### src/inc/bdlic_pkg.sv
// Constants and types for the buffered DIMM link bring-up block
package bdlic_pkg;
  // Channel state setting encodings
  typedef enum logic [2:0] {
    BDLIC_DISABLE   = 3'h0,
    BDLIC_CALIBRATE = 3'h1,
    BDLIC_TRAINING  = 3'h2,
    BDLIC_TESTING   = 3'h3,
    BDLIC_POLLING   = 3'h4,
    BDLIC_CONFIG    = 3'h5,
    BDLIC_OPER      = 3'h6
  } bdlic_chan_t;

  // Southbound lane drive selection
  typedef enum logic [2:0] {
    BDLIC_TX_IDLE,
    BDLIC_TX_PAT1,
    BDLIC_TX_PAT2_HDR,
    BDLIC_TX_ENGINE,
    BDLIC_TX_PAT2_TRL,
    BDLIC_TX_PAT3,
    BDLIC_TX_PAT4,
    BDLIC_TX_CMD
  } bdlic_tx_t;

  // Link framing
  localparam int          FRAME_CYCLES    = 12;
  localparam int          DISABLE_FRAMES  = 51;
  localparam int          CLKTRAIN_FRAMES = 42;
  localparam int          SB_LANES        = 10;
  localparam int          NB_LANES        = 14;
  localparam int          NB_LANES_MIN    = 13;
  localparam int          SB_LANES_MIN    = 9;
  localparam int          NOP_COUNT       = 4;
  localparam logic [3:0]  FRAME_LAST      = 4'(FRAME_CYCLES - 1);
  localparam logic [5:0]  DISABLE_MIN     = 6'(DISABLE_FRAMES);
  localparam logic [2:0]  NOP_LAST        = 3'(NOP_COUNT);
  localparam logic [7:0]  LOOP_MAX        = 8'h00ff;

  // Command word fields
  localparam int DS_HI = 23;
  localparam int DS_LO = 21;
  localparam int ACT_BIT = 20;
  localparam int OP_HI = 20;
  localparam int OP_LO = 18;
  localparam int RS_BIT = 17;
  localparam int CODE_HI = 20;
  localparam int CODE_LO = 14;
  localparam int BC_BIT = 13;
  localparam int SUB_HI = 12;
  localparam int SUB_LO = 10;
  localparam int WADDR_HI = 10;
  localparam int WADDR_LO = 2;
  localparam int DE_HI = 7;

  localparam logic [2:0] OP_WRITE = 3'h3;
  localparam logic [2:0] OP_READ  = 3'h2;
  localparam logic [2:0] SUB_PREA = 3'h7;
  localparam logic [2:0] SUB_PRES = 3'h6;
  localparam logic [2:0] SUB_AREF = 3'h5;
  localparam logic [2:0] SUB_SREN = 3'h4;
  localparam logic [2:0] SUB_SRX  = 3'h3;
  localparam logic [2:0] SUB_PDEN = 3'h2;

  localparam logic [6:0] CC_NOP    = 7'h00;
  localparam logic [6:0] CC_SYNC   = 7'h01;
  localparam logic [6:0] CC_SRST   = 7'h02;
  localparam logic [6:0] CC_RSVD   = 7'h03;
  localparam logic [6:0] CC_CFGRD  = 7'h04;
  localparam logic [6:0] CC_CFGWR  = 7'h05;
  localparam logic [6:0] CC_CKERK  = 7'h06;
  localparam logic [6:0] CC_CKEDM  = 7'h07;
  localparam logic [6:0] CC_DBGEX  = 7'h0e;
  localparam logic [6:0] CC_DBG    = 7'h0f;

  // Decoded command kinds
  typedef enum logic [4:0] {
    K_ACT, K_WR, K_RD, K_PREA, K_PRES, K_AREF, K_SREN, K_SRX, K_PDEN,
    K_NOP, K_SYNC, K_SRST, K_CFGWR, K_CFGRD, K_CKEDM, K_CKERK,
    K_DBGEV, K_DBGRT, K_DBGEX, K_RSVD
  } bdlic_kind_t;

  localparam logic [23:0] NOP_WORD = 24'h00_0000;
endpackage

### src/verilog/bdlic_loop_mem.sv
// Small memory of loopback counters, one word per northbound lane
module bdlic_loop_mem (
  input  wire logic       clk_sys,
  input  wire logic       rst_n,
  input  wire logic       clr,
  input  wire logic [3:0] wr_idx,
  input  wire logic       wr_en,
  input  wire logic [7:0] wr_data,
  input  wire logic [3:0] rd_idx,
  output logic      [7:0] rd_data_ff
);
  logic [7:0] mem_ff [bdlic_pkg::NB_LANES];

  // Counter store; clear beats a write in the same cycle so Training starts from zero
  always_ff @(posedge clk_sys) begin
    if (!rst_n || clr) begin
      for (int i = 0; i < bdlic_pkg::NB_LANES; i++) begin
        mem_ff[i] <= 8'h00;
      end
    end else if (wr_en) begin
      mem_ff[wr_idx] <= wr_data;
    end
  end

  // Registered read port
  always_ff @(posedge clk_sys) begin
    if (!rst_n) begin
      rd_data_ff <= 8'h00;
    end else begin
      rd_data_ff <= (rd_idx < 4'(bdlic_pkg::NB_LANES)) ? mem_ff[rd_idx] : 8'h00;
    end
  end
endmodule // bdlic_loop_mem

### src/verilog/bdlic_top.sv
// Channel bring-up sequencer and southbound command encoder
module bdlic_top (
  input  wire logic                    clk_sys,
  input  wire logic                    rst_n,
  input  wire bdlic_pkg::bdlic_chan_t  chan_state,
  input  wire logic                    nb_frame_ok,
  input  wire logic [13:0]             nb_lane_ok,
  input  wire logic [2:0]              nb_buffer_id,
  input  wire logic [2:0]              last_buffer_id,
  input  wire logic                    engine_done,
  input  wire logic [3:0]              loop_rd_idx,
  input  wire logic                    cmd_valid,
  input  wire logic [23:0]             cmd_word,
  output bdlic_pkg::bdlic_tx_t         tx_sel_ff,
  output logic                         sb_idle_ff,
  output logic                         frame_start_ff,
  output logic                         engine_go_ff,
  output logic [2:0]                   pattern_target_ff,
  output logic [23:0]                  sb_cmd_ff,
  output logic                         cmd_ready_ff,
  output bdlic_pkg::bdlic_kind_t       cmd_kind_ff,
  output logic [2:0]                   cmd_dimm_ff,
  output logic                         cmd_rank_ff,
  output logic [8:0]                   cmd_waddr_ff,
  output logic                         cmd_bcast_ff,
  output logic                         pattern_seen_ff,
  output logic                         lanes_good_ff,
  output logic                         disable_met_ff,
  output logic [7:0]                   loop_count_ff
);
  import bdlic_pkg::*;

  // Decoding of a command word into its kind
  function automatic bdlic_kind_t decode_kind(input logic [23:0] w);
    logic [6:0] code;
    logic [2:0] op;
    logic [2:0] sub;
    code = w[CODE_HI:CODE_LO];
    op   = w[OP_HI:OP_LO];
    sub  = w[SUB_HI:SUB_LO];
    decode_kind = K_RSVD;
    if (w[ACT_BIT]) begin
      decode_kind = K_ACT;
    end else if (op == OP_WRITE) begin
      decode_kind = K_WR;
    end else if (op == OP_READ) begin
      decode_kind = K_RD;
    end else if (sub[2] || sub[1]) begin
      case (sub)
        SUB_PREA: decode_kind = K_PREA;
        SUB_PRES: decode_kind = K_PRES;
        SUB_AREF: decode_kind = K_AREF;
        SUB_SREN: decode_kind = K_SREN;
        SUB_SRX:  decode_kind = K_SRX;
        SUB_PDEN: decode_kind = K_PDEN;
        default:  decode_kind = K_RSVD;
      endcase
    end else begin
      case (code)
        CC_NOP:   decode_kind = K_NOP;
        CC_SYNC:  decode_kind = K_SYNC;
        CC_SRST:  decode_kind = K_SRST;
        CC_CFGWR: decode_kind = K_CFGWR;
        CC_CFGRD: decode_kind = K_CFGRD;
        CC_CKEDM: decode_kind = K_CKEDM;
        CC_CKERK: decode_kind = K_CKERK;
        CC_DBG:   decode_kind = w[BC_BIT] ? K_DBGEV : K_DBGRT;
        CC_DBGEX: decode_kind = K_DBGEX;
        default:  decode_kind = K_RSVD;
      endcase
    end
  endfunction

  // Frame timing and state tracking registers
  logic [3:0]  beat_ff;
  logic [5:0]  dis_frames_ff;
  logic [2:0]  nop_cnt_ff;
  bdlic_chan_t prev_state_ff;
  logic        in_engine_ff;

  // Frame boundary and lane quality
  wire         frame_end  = (beat_ff == FRAME_LAST);
  wire         state_chg  = (chan_state != prev_state_ff);
  wire  [3:0]  lanes_up   = 4'($countones(nb_lane_ok));
  wire         lanes_pass = (lanes_up >= 4'(NB_LANES_MIN));
  wire         last_ret   = nb_frame_ok && (nb_buffer_id == last_buffer_id);
  wire         ops_ready  = (chan_state == BDLIC_OPER) && (nop_cnt_ff == NOP_LAST);
  wire         cmd_take   = ops_ready && cmd_valid && frame_end;
  wire  [7:0]  loop_rd;
  logic [3:0]  upd_idx_ff;

  // Lane drive choice for each setting
  bdlic_tx_t nxt_tx_sel;
  always_comb begin
    case (chan_state)
      BDLIC_DISABLE:   nxt_tx_sel = BDLIC_TX_IDLE;
      BDLIC_CALIBRATE: nxt_tx_sel = BDLIC_TX_IDLE;
      BDLIC_TRAINING:  nxt_tx_sel = BDLIC_TX_PAT1;
      BDLIC_TESTING: begin
        if (in_engine_ff) begin
          nxt_tx_sel = engine_done ? BDLIC_TX_PAT2_TRL : BDLIC_TX_ENGINE;
        end else begin
          nxt_tx_sel = BDLIC_TX_PAT2_HDR;
        end
      end
      BDLIC_POLLING:   nxt_tx_sel = BDLIC_TX_PAT3;
      BDLIC_CONFIG:    nxt_tx_sel = BDLIC_TX_PAT4;
      BDLIC_OPER:      nxt_tx_sel = BDLIC_TX_CMD;
      default:         nxt_tx_sel = BDLIC_TX_IDLE;
    endcase
  end

  // Frame beat counter, restarted on each setting change
  always_ff @(posedge clk_sys) begin
    if (!rst_n || state_chg) begin
      beat_ff <= 4'h0;
    end else begin
      beat_ff <= frame_end ? 4'h0 : beat_ff + 4'h1;
    end
  end

  // Setting history and Disable frame count, saturating at the minimum
  always_ff @(posedge clk_sys) begin
    if (!rst_n) begin
      prev_state_ff <= BDLIC_DISABLE;
      dis_frames_ff <= 6'h00;
    end else begin
      prev_state_ff <= chan_state;
      if (chan_state != BDLIC_DISABLE) begin
        dis_frames_ff <= 6'h00;
      end else if (frame_end && dis_frames_ff != DISABLE_MIN) begin
        dis_frames_ff <= dis_frames_ff + 6'h01;
      end
    end
  end

  // Testing sub-sequence: header, engine hand-off, trailer, repeat
  always_ff @(posedge clk_sys) begin
    if (!rst_n || chan_state != BDLIC_TESTING) begin
      in_engine_ff <= 1'b0;
    end else if (in_engine_ff && engine_done) begin
      in_engine_ff <= 1'b0;
    end else if (!in_engine_ff && frame_end) begin
      in_engine_ff <= 1'b1;
    end
  end

  // NOP count after entering the operational state
  always_ff @(posedge clk_sys) begin
    if (!rst_n || chan_state != BDLIC_OPER) begin
      nop_cnt_ff <= 3'h0;
    end else if (frame_end && nop_cnt_ff != NOP_LAST) begin
      nop_cnt_ff <= nop_cnt_ff + 3'h1;
    end
  end

  // Southbound outputs: command word is a NOP until four have gone out
  always_ff @(posedge clk_sys) begin
    if (!rst_n) begin
      tx_sel_ff         <= BDLIC_TX_IDLE;
      sb_idle_ff        <= 1'b1;
      frame_start_ff    <= 1'b0;
      engine_go_ff      <= 1'b0;
      pattern_target_ff <= 3'h0;
      sb_cmd_ff         <= NOP_WORD;
      cmd_ready_ff      <= 1'b0;
    end else begin
      tx_sel_ff         <= nxt_tx_sel;
      sb_idle_ff        <= (nxt_tx_sel == BDLIC_TX_IDLE);
      frame_start_ff    <= frame_end;
      engine_go_ff      <= (nxt_tx_sel == BDLIC_TX_ENGINE);
      pattern_target_ff <= last_buffer_id;
      sb_cmd_ff         <= cmd_take ? cmd_word : NOP_WORD;
      cmd_ready_ff      <= cmd_take;
    end
  end

  // Fields of the command taken, for the frame builder
  always_ff @(posedge clk_sys) begin
    if (!rst_n) begin
      cmd_kind_ff  <= K_NOP;
      cmd_dimm_ff  <= 3'h0;
      cmd_rank_ff  <= 1'b0;
      cmd_waddr_ff <= 9'h000;
      cmd_bcast_ff <= 1'b0;
    end else if (cmd_take) begin
      cmd_kind_ff  <= decode_kind(cmd_word);
      cmd_dimm_ff  <= cmd_word[DS_HI:DS_LO];
      cmd_rank_ff  <= cmd_word[RS_BIT];
      cmd_waddr_ff <= cmd_word[WADDR_HI:WADDR_LO];
      cmd_bcast_ff <= cmd_word[BC_BIT];
    end
  end

  // Status seen by software, which alone decides when to advance
  always_ff @(posedge clk_sys) begin
    if (!rst_n || state_chg) begin
      pattern_seen_ff <= 1'b0;
      lanes_good_ff   <= 1'b0;
      disable_met_ff  <= 1'b0;
    end else begin
      pattern_seen_ff <= pattern_seen_ff || last_ret;
      lanes_good_ff   <= lanes_pass;
      disable_met_ff  <= (dis_frames_ff == DISABLE_MIN);
    end
  end

  // Write index for loopback count updates: the read index, one cycle late
  always_ff @(posedge clk_sys) begin
    if (!rst_n) begin
      upd_idx_ff <= 4'h0;
    end else begin
      upd_idx_ff <= loop_rd_idx;
    end
  end

  // Loopback counter of the lane picked by loop_rd_idx counts its good first patterns in Training
  wire       loop_wr  = (chan_state == BDLIC_TRAINING) && nb_frame_ok
                        && nb_lane_ok[upd_idx_ff] && (loop_rd != LOOP_MAX);
  wire [7:0] loop_inc = loop_rd + 8'h01;
  wire       loop_clr = state_chg && (chan_state == BDLIC_TRAINING);

  bdlic_loop_mem u_loop (
    .clk_sys    (clk_sys),
    .rst_n      (rst_n),
    .clr        (loop_clr),
    .wr_idx     (upd_idx_ff),
    .wr_en      (loop_wr),
    .wr_data    (loop_inc),
    .rd_idx     (loop_rd_idx),
    .rd_data_ff (loop_rd)
  );

  // Loopback count for the selected lane
  always_ff @(posedge clk_sys) begin
    if (!rst_n) begin
      loop_count_ff <= 8'h00;
    end else begin
      loop_count_ff <= loop_rd;
    end
  end
endmodule // bdlic_top

### config.mk
export PLATFORM = sky130hd
export DESIGN_NAME = bdlic_top
export DESIGN_NICKNAME = d
export VERILOG_FILES = /design/src/inc/bdlic_pkg.sv /design/src/verilog/bdlic_loop_mem.sv /design/src/verilog/bdlic_top.sv
export SDC_FILE = /design/constraint.sdc
export NUM_CORES = 1
export LEC_CHECK = 0
export BUFFER_PORTS_ARGS = -buffer_cell sky130_fd_sc_hd__buf_2
export CAP_MARGIN = 15
export CORE_UTILIZATION = 57
export DETAILED_ROUTE_END_ITERATION = 8
export PLACE_DENSITY_LB_ADDON = 0.05
export SYNTH_ARGS = -nofsm -noshare
export SYNTH_HDL_FRONTEND = slang
export SYNTH_SLANG_ARGS = --single-unit
### constraint.sdc
create_clock -name clk_sys -period 9.48 [get_ports clk_sys]
set_input_delay 0.948 -clock clk_sys [delete_from_list [all_inputs] [get_ports clk_sys]]
set_output_delay 0.948 -clock clk_sys [all_outputs]
set_load 0.02 [all_outputs]
; Yosys cells after proc, flatten, opt, wreduce, memory -nomap -nowiden
; Memories as Yosys holds them, arrays and structs flattened. A register that Yosys moved wholly into a read port is not among the register bits.
; Index checks and enable logic that the tools add are counted.
[classes]
n_reduce_logical = 30
bitwise_logic = 1
eq_ne = 32
muxes = 20
magnitude_cmp = 3
add_sub_neg = 17
[ops]
columns = op, n
row1 = one-hot mux 5 bit (9 select lines), 1
row2 = one-hot mux 5 bit (6 select lines), 1
row3 = "== test 7 x 3 -> 1 bit, second input constant", 4
row4 = "== test 3 bit, second input constant", 8
row5 = "== test 3 x 2 -> 1 bit, second input constant", 7
row6 = two-way mux 5 bit, 4
row7 = one-hot mux 3 bit (5 select lines), 1
row8 = adder 1 x 1 -> 2 bit, 7
row9 = "== test 7 x 4 -> 1 bit, second input constant", 2
row10 = logical AND 1 bit, 12
row11 = adder 2 x 2 -> 3 bit, 3
row12 = "adder 8 x 1 -> 8 bit, second input constant", 1
row13 = two-way mux 1 bit, 8
row14 = two-way mux 8 bit, 1
row15 = "!= test 8 bit, second input constant", 1
row16 = OR reduction 8 bit, 1
row17 = "== test 7 x 1 -> 1 bit, second input constant", 1
row18 = "== test 7 x 2 -> 1 bit, second input constant", 1
row19 = zero test 7 bit, 1
row20 = "adder 6 x 1 -> 6 bit, second input constant", 1
row21 = "== test 6 bit, second input constant", 1
row22 = logical OR 1 bit, 6
row23 = two-way mux 3 bit, 2
row24 = "!= test 3 bit, second input constant", 2
row25 = 21 further kinds, 26
[word_totals]
word_cells = 126
mem_count = 1
mem_bits_rw = 112
regBits = 85
[mem_list]
columns = name, words, width, rd, rd_clocked_by_memory_dff, write_ports, line
row1 = u_loop.mem_ff, 14, 8, 1, 1, 14, bdlic_loop_mem.sv:12  ; logic [7:0] mem_ff [bdlic_pkg::NB_LANES];

; Logic depth before layout (Yosys ltp)
[depth]
ltp_word = 9
ltp_mapped = 12
depth_no_buf = 12

; Hierarchy
; From an unflattened synthesis, not the netlist that was laid out.
[unflattened]
cells_unflattened = 758
area_unflattened_um2 = 9227.6
[modules_own_cells]
columns = module, seq_area_each_um2, instances, area_per_inst_um2, cells_each
row1 = bdlic_loop_mem, 3523.4, 1, 5566.6, 378
row2 = bdlic_top, 1701.6, 1, 3661.0, 380

; Least setup slack after synthesis
; OpenSTA, ideal clock, no wires.
[synth_timing]
path_kind = input to register
startpoint = input port nb_lane_ok[0]
endpoint = register lanes_good_ff
t_required_ns = 9.388
n_path_buf = 0
path_slack_ns = 5.527
path_stages = 10
t_arrival_ns = 3.861
cell_sequence = inv_1 > fa_1 > fa_1 > fa_1 > fa_1 > inv_1 > ha_1 > fa_1 > mux2i_1 > nor4_1
[synth_between]
elab_chain_len = 5
[synth_lines]
columns = element, line
row1 = "start, declared", bdlic_top.sv:7  ; input wire logic [13:0] nb_lane_ok,
row2 = adder 1 x 1 -> 2 bit (implied by the code), bdlic_top.sv:84  ; wire [3:0] lanes_up = 4'($countones(nb_lane_ok));
row3 = adder 2 x 2 -> 3 bit (implied by the code), bdlic_top.sv:84
row4 = adder 3 x 3 -> 4 bit (implied by the code), bdlic_top.sv:84
row5 = adder 4 bit (implied by the code), bdlic_top.sv:84
row6 = greater-or-equal comparator 4 bit, bdlic_top.sv:85  ; wire lanes_pass = (lanes_up >= 4'(NB_LANES_MIN));
row7 = "end signal, assigned", bdlic_top.sv:203  ; lanes_good_ff <= lanes_pass;
row8 = "end, declared", bdlic_top.sv:27  ; output logic lanes_good_ff,
; No other way between the ends.
; A chain may end at the register's enable or synchronous reset.

; Final worst setup path
[layout_timing]
startpoint = input port nb_lane_ok[5]
endpoint = register lanes_good_ff
; The elaborated chain is that of the path after synthesis.

==> qor.log <==
qor: run_status.run_status finished, final reports clean
qor: routing.wl_per_cell 19.54 um
qor: sta.report.final.slew_viol_count 0
qor: clock_network.cts_tree yes
qor: global_route.first_global_vias 6013
qor: worst_setup_path.timing.critical_path.to lanes_good_ff$_SDFF_PP0_
qor: logic_synthesis.post_synth_inst_count 729
qor: run.drv.max_cap_violation_count 0
qor: clock_network.clk_path_buf_depth 3
qor: finish.finish.utilization 0.6704
qor: worst_setup_path.path_delay_family adder cells
qor: sta.final.setup.tns 0 ns
qor: placement.dpl-instance-area 9560 um^2
qor: clock_network.cts.reportedPaths.clkPinSlew 0.06 ns
qor: worst_setup_path.maximum_net_fanout_on_the_critical_path 2
qor: sta.report.final.hold_viol_count 0
qor: placement.number_of_port_buffers 119
qor: logic_synthesis.post_synth_xor_area_fraction 0.01876
qor: routing.initial_drt_markers 495
qor: sta.max_slew.worst_pin.slew 1.076 ns
qor: floorplanning.io-pin-count 120
qor: worst_setup_path.critical_path.most_common_cell sky130_fd_sc_hd__fa_1
qor: sta.slew-limit-headroom 0.2748
qor: routing.detailedRoute.firstPassIterationCount 4
qor: global_route.grt_util_all_layers 0.2582
qor: global_route.grt_max_degree 57
qor: logic_synthesis.synth_fa_ha_area_frac 0.03159
qor: placement.post-dp-hpwl 13.90 mm
qor: global_route.grt_overflow 0
qor: worst_setup_path.cp_data_required_time 9.88 ns
qor: sta.final_count_of_negative_setup_slack_endpoints 0
qor: sta.layout_min_cycle_time 3.755 ns
qor: logic_synthesis.postSynth.topFlopCell sky130_fd_sc_hd__edfxtp_1
qor: clock_network.cts-root-buf sky130_fd_sc_hd__clkbuf_16
qor: power.fin_total_pwr 1.955 mW
qor: logic_synthesis.synth_top_area_share 0.3791
qor: worst_setup_path.path_depth 11
qor: floorplanning.die_h 126.8 um
qor: worst_setup_path.startpoint_type_of_the_worst_setup_path input pin
qor: finish.mostFrequentLayoutCells sky130_fd_sc_hd__buf_2, sky130_fd_sc_hd__edfxtp_1, sky130_fd_sc_hd__dfxtp_1
qor: worst_setup_path.highest_cell_delay_on_the_worst_timing_path 0.54 ns
qor: worst_hold_path.timing.hold.worst.class reg -> reg
qor: routing.ant_nets 0
qor: logic_synthesis.synth_area 8872 um^2
qor: finish.final_common_cell sky130_fd_sc_hd__buf_2
qor: sta.fin_crit_sh 0.3961
qor: logic_synthesis.ys_seq_elements 205
qor: routing.via_count 6168
qor: clock_network.clkSinkCount 205
qor: sta.timing.fmax 266.3 MHz
qor: global_route.wire_length_of_the_first_global_routing_pass 31.54 mm
qor: logic_synthesis.synth_enable_flop_cells 112
qor: worst_setup_path.worstSetupEndpointType register
qor: finish.post-route-cell-area 10190 um^2
qor: logic_synthesis.largest_family_of_logic_cells_by_synthesized_area simple AND/OR/NAND/NOR gates
qor: finish.area_growth_syn_to_layout 14.86%
qor: clock_network.cts.repair_timing.setup_buffer_count 0
qor: worst_setup_path.path_cells buf_2 -> fa_1 -> inv_1 -> fa_1 -> fa_1 -> fa_1 -> inv_1 -> ha_1 -> fa_1 -> mux2i_1 -> nor4_1
qor: worst_setup_path.crit_slowest_cell sky130_fd_sc_hd__fa_1
qor: power.max-vdd-ir-drop 0.1543 mV
qor: logic_synthesis.synth.lib_cells_used.distinct 53
qor: placement.gp_congestion 0.8762
qor: clock_network.cts_buffers 21
qor: routing.drt_wl_total 20.34 mm
qor: power.power_density 191.9 nW/um^2
qor: floorplanning.fp-row-count 45
qor: worst_setup_path.critPathBufInv 3
qor: finish.multiInputGateArea 3306 um^2
qor: floorplanning.initial_utilization 0.5836
qor: finish.antennaDiodeCount 0
qor: worst_setup_path.crit_start nb_lane_ok[5]
qor: routing.avgViaCountPerCell 5.925
qor: worst_setup_path.arrival_time_reported_for_the_critical_path_endpoint 4.15 ns
qor: floorplanning.fp.coreArea 15200 um^2
qor: logic_synthesis.yosysWarningCount 0
qor: finish.layout-drive-gt1-share 0.2485
qor: logic_synthesis.synth.area.top_cells sky130_fd_sc_hd__edfxtp_1, sky130_fd_sc_hd__dfxtp_1, sky130_fd_sc_hd__mux4_2
qor: sta.hold-worst-slack 0.4451 ns
qor: power.total_leakage_power 4.118 nW
qor: logic_synthesis.compound_cell_area_share_of_the_yosys_netlist 0.05937
qor: logic_synthesis.synthSimpleGateAreaFrac 0.1649
qor: logic_synthesis.synth_area_leader_cell sky130_fd_sc_hd__edfxtp_1
qor: floorplanning.fp.dieArea 16070 um^2
qor: clock_network.cts_hold_repair.buffers 0
qor: worst_setup_path.r2r.worst_path.cells 5
qor: routing.drc 0
qor: logic_synthesis.synth_nets 802
qor: finish.layout.nets 911
qor: logic_synthesis.synth_async_sr_flop_share 0
qor: logic_synthesis.fraction_of_synthesized_area_in_multiplexers 0.09576
qor: sta.grt_setup_unrepaired no
qor: clock_network.htreeDepth 1
qor: finish.sequential_standard_cell_area 5225 um^2
qor: sta.fin_skew 0.01601 ns
qor: clock_network.worstSkewPairLatency 0.51 ns
qor: worst_setup_path.rr_endpoint u_loop.mem_ff[2][1]$_SDFFCE_PN0P_
qor: global_route.grt_antenna_before_repair 0
qor: clock_network.cts_resized 0
qor: worst_setup_path.worst-setup-path-type in -> reg
qor: worst_setup_path.origin_of_the_critical_flop_to_flop_path u_loop.rd_data_ff[0]$_SDFF_PN0_
qor: worst_setup_path.ff2ff_setup_slack 6.18 ns
qor: floorplanning.die-width 126.8 um
qor: logic_synthesis.synth_sequential_area_ratio 0.5889
qor: finish.fillCellCount 1126
qor: logic_synthesis.syn_avg_cell_area 12.17 um^2
[worst min path at each step]
stage,end,from,cells after the start
after floorplan,beat_ff[0]$_SDFF_PP0_,beat_ff[0]$_SDFF_PP0_,1
after global placement,cmd_waddr_ff[4]$_SDFFE_PN0P_,cmd_waddr_ff[4]$_SDFFE_PN0P_,1
after detailed placement,cmd_waddr_ff[3]$_SDFFE_PN0P_,cmd_waddr_ff[3]$_SDFFE_PN0P_,1
after CTS,beat_ff[0]$_SDFF_PP0_,beat_ff[0]$_SDFF_PP0_,1
after global routing,cmd_bcast_ff$_SDFFE_PN0P_,cmd_bcast_ff$_SDFFE_PN0P_,1
final,cmd_waddr_ff[0]$_SDFFE_PN0P_,cmd_waddr_ff[0]$_SDFFE_PN0P_,1
[cells by family (layout without fill, tap and decap cells)]
logic type               count (synthesis)  count (layout)
adder cells (fa/ha/maj)                 17              17
XOR/XNOR                                19              19
multiplexers                            49              49
flip-flops                             205             205
AND/OR/NAND/NOR                        282             282
AO/OA/AOI/OAI                           80              80
buffers and inverters                   77             201
[routing by layer]
metal  track usage  vias to the layer above  part of all wire
met2        0.4212                      242              0.47
met3       0.03922                       54             0.065
met5             0                        -                 0
met1        0.3539                     3011              0.42
met4       0.09454                        0             0.037
li1              -                     2861                 -
[layout make-up]
cell class | count | area share
clock buffers | 32 | 0.05770
multi-input cells | 447 | 0.3244
clock inverters | 6 | 0.003438
inverters | 33 | 0.01215
flip-flops and latches | 205 | 0.5127
repair buffers | 130 | 0.06654
well taps | 188 | 0.02308
[through the flow]
step	setup WS (ns)	instances
5_1_grt	5.670	1041
4_1_cts	5.749	1040
3_5_place_dp	5.257	1002
6_report	5.725	1041
2_1_floorplan	5.527	729
3_3_place_gp	5.320	1002
[registers in the layout (all words and copies together), names as in the netlist, 3 cells and up]
signal             count
cmd_dimm_ff            3
pattern_target_ff      3
cmd_waddr_ff           9
nop_cnt_ff             3
dis_frames_ff          6
cmd_kind_ff            5
upd_idx_ff             4
tx_sel_ff              3
loop_count_ff          8
beat_ff                4
prev_state_ff          3
sb_cmd_ff             24
u_loop.mem_ff        112
u_loop.rd_data_ff      8
[report_power, final]
group          internal [mW]  switching (mW)
combinational         0.0790           0.123
clock                  0.429           0.331
sequential             0.975          0.0178
[cells in the mapped netlist, types with 4 or more instances]
| library cell | number |
|---|---|
| sky130_fd_sc_hd__edfxtp_1 | 112 |
| sky130_fd_sc_hd__and3b_1 | 4 |
| sky130_fd_sc_hd__nand2_1 | 37 |
| sky130_fd_sc_hd__mux2_2 | 17 |
| sky130_fd_sc_hd__nand4_1 | 7 |
| sky130_fd_sc_hd__nor2b_1 | 9 |
| sky130_fd_sc_hd__and2_1 | 35 |
| sky130_fd_sc_hd__clkbuf_1 | 26 |
| sky130_fd_sc_hd__buf_8 | 4 |
| sky130_fd_sc_hd__fa_1 | 9 |
| sky130_fd_sc_hd__a21o_1 | 16 |
| sky130_fd_sc_hd__nand4_2 | 5 |
| sky130_fd_sc_hd__mux2i_1 | 5 |
| sky130_fd_sc_hd__a22oi_1 | 7 |
| sky130_fd_sc_hd__nor4_1 | 7 |
| sky130_fd_sc_hd__dfxtp_1 | 93 |
| sky130_fd_sc_hd__xnor2_1 | 9 |
| sky130_fd_sc_hd__o21ai_0 | 24 |
| sky130_fd_sc_hd__nand2b_1 | 5 |
| sky130_fd_sc_hd__mux4_2 | 27 |
| sky130_fd_sc_hd__nor2_1 | 74 |
| sky130_fd_sc_hd__nand3_1 | 12 |
| sky130_fd_sc_hd__xor2_1 | 10 |
| sky130_fd_sc_hd__ha_1 | 8 |
| sky130_fd_sc_hd__inv_1 | 32 |
| sky130_fd_sc_hd__buf_2 | 10 |
| sky130_fd_sc_hd__a21oi_1 | 13 |
| sky130_fd_sc_hd__nor3_1 | 72 |
| sky130_fd_sc_hd__and3_1 | 4 |
No activity file was read; power rests on OpenSTA's default activity.
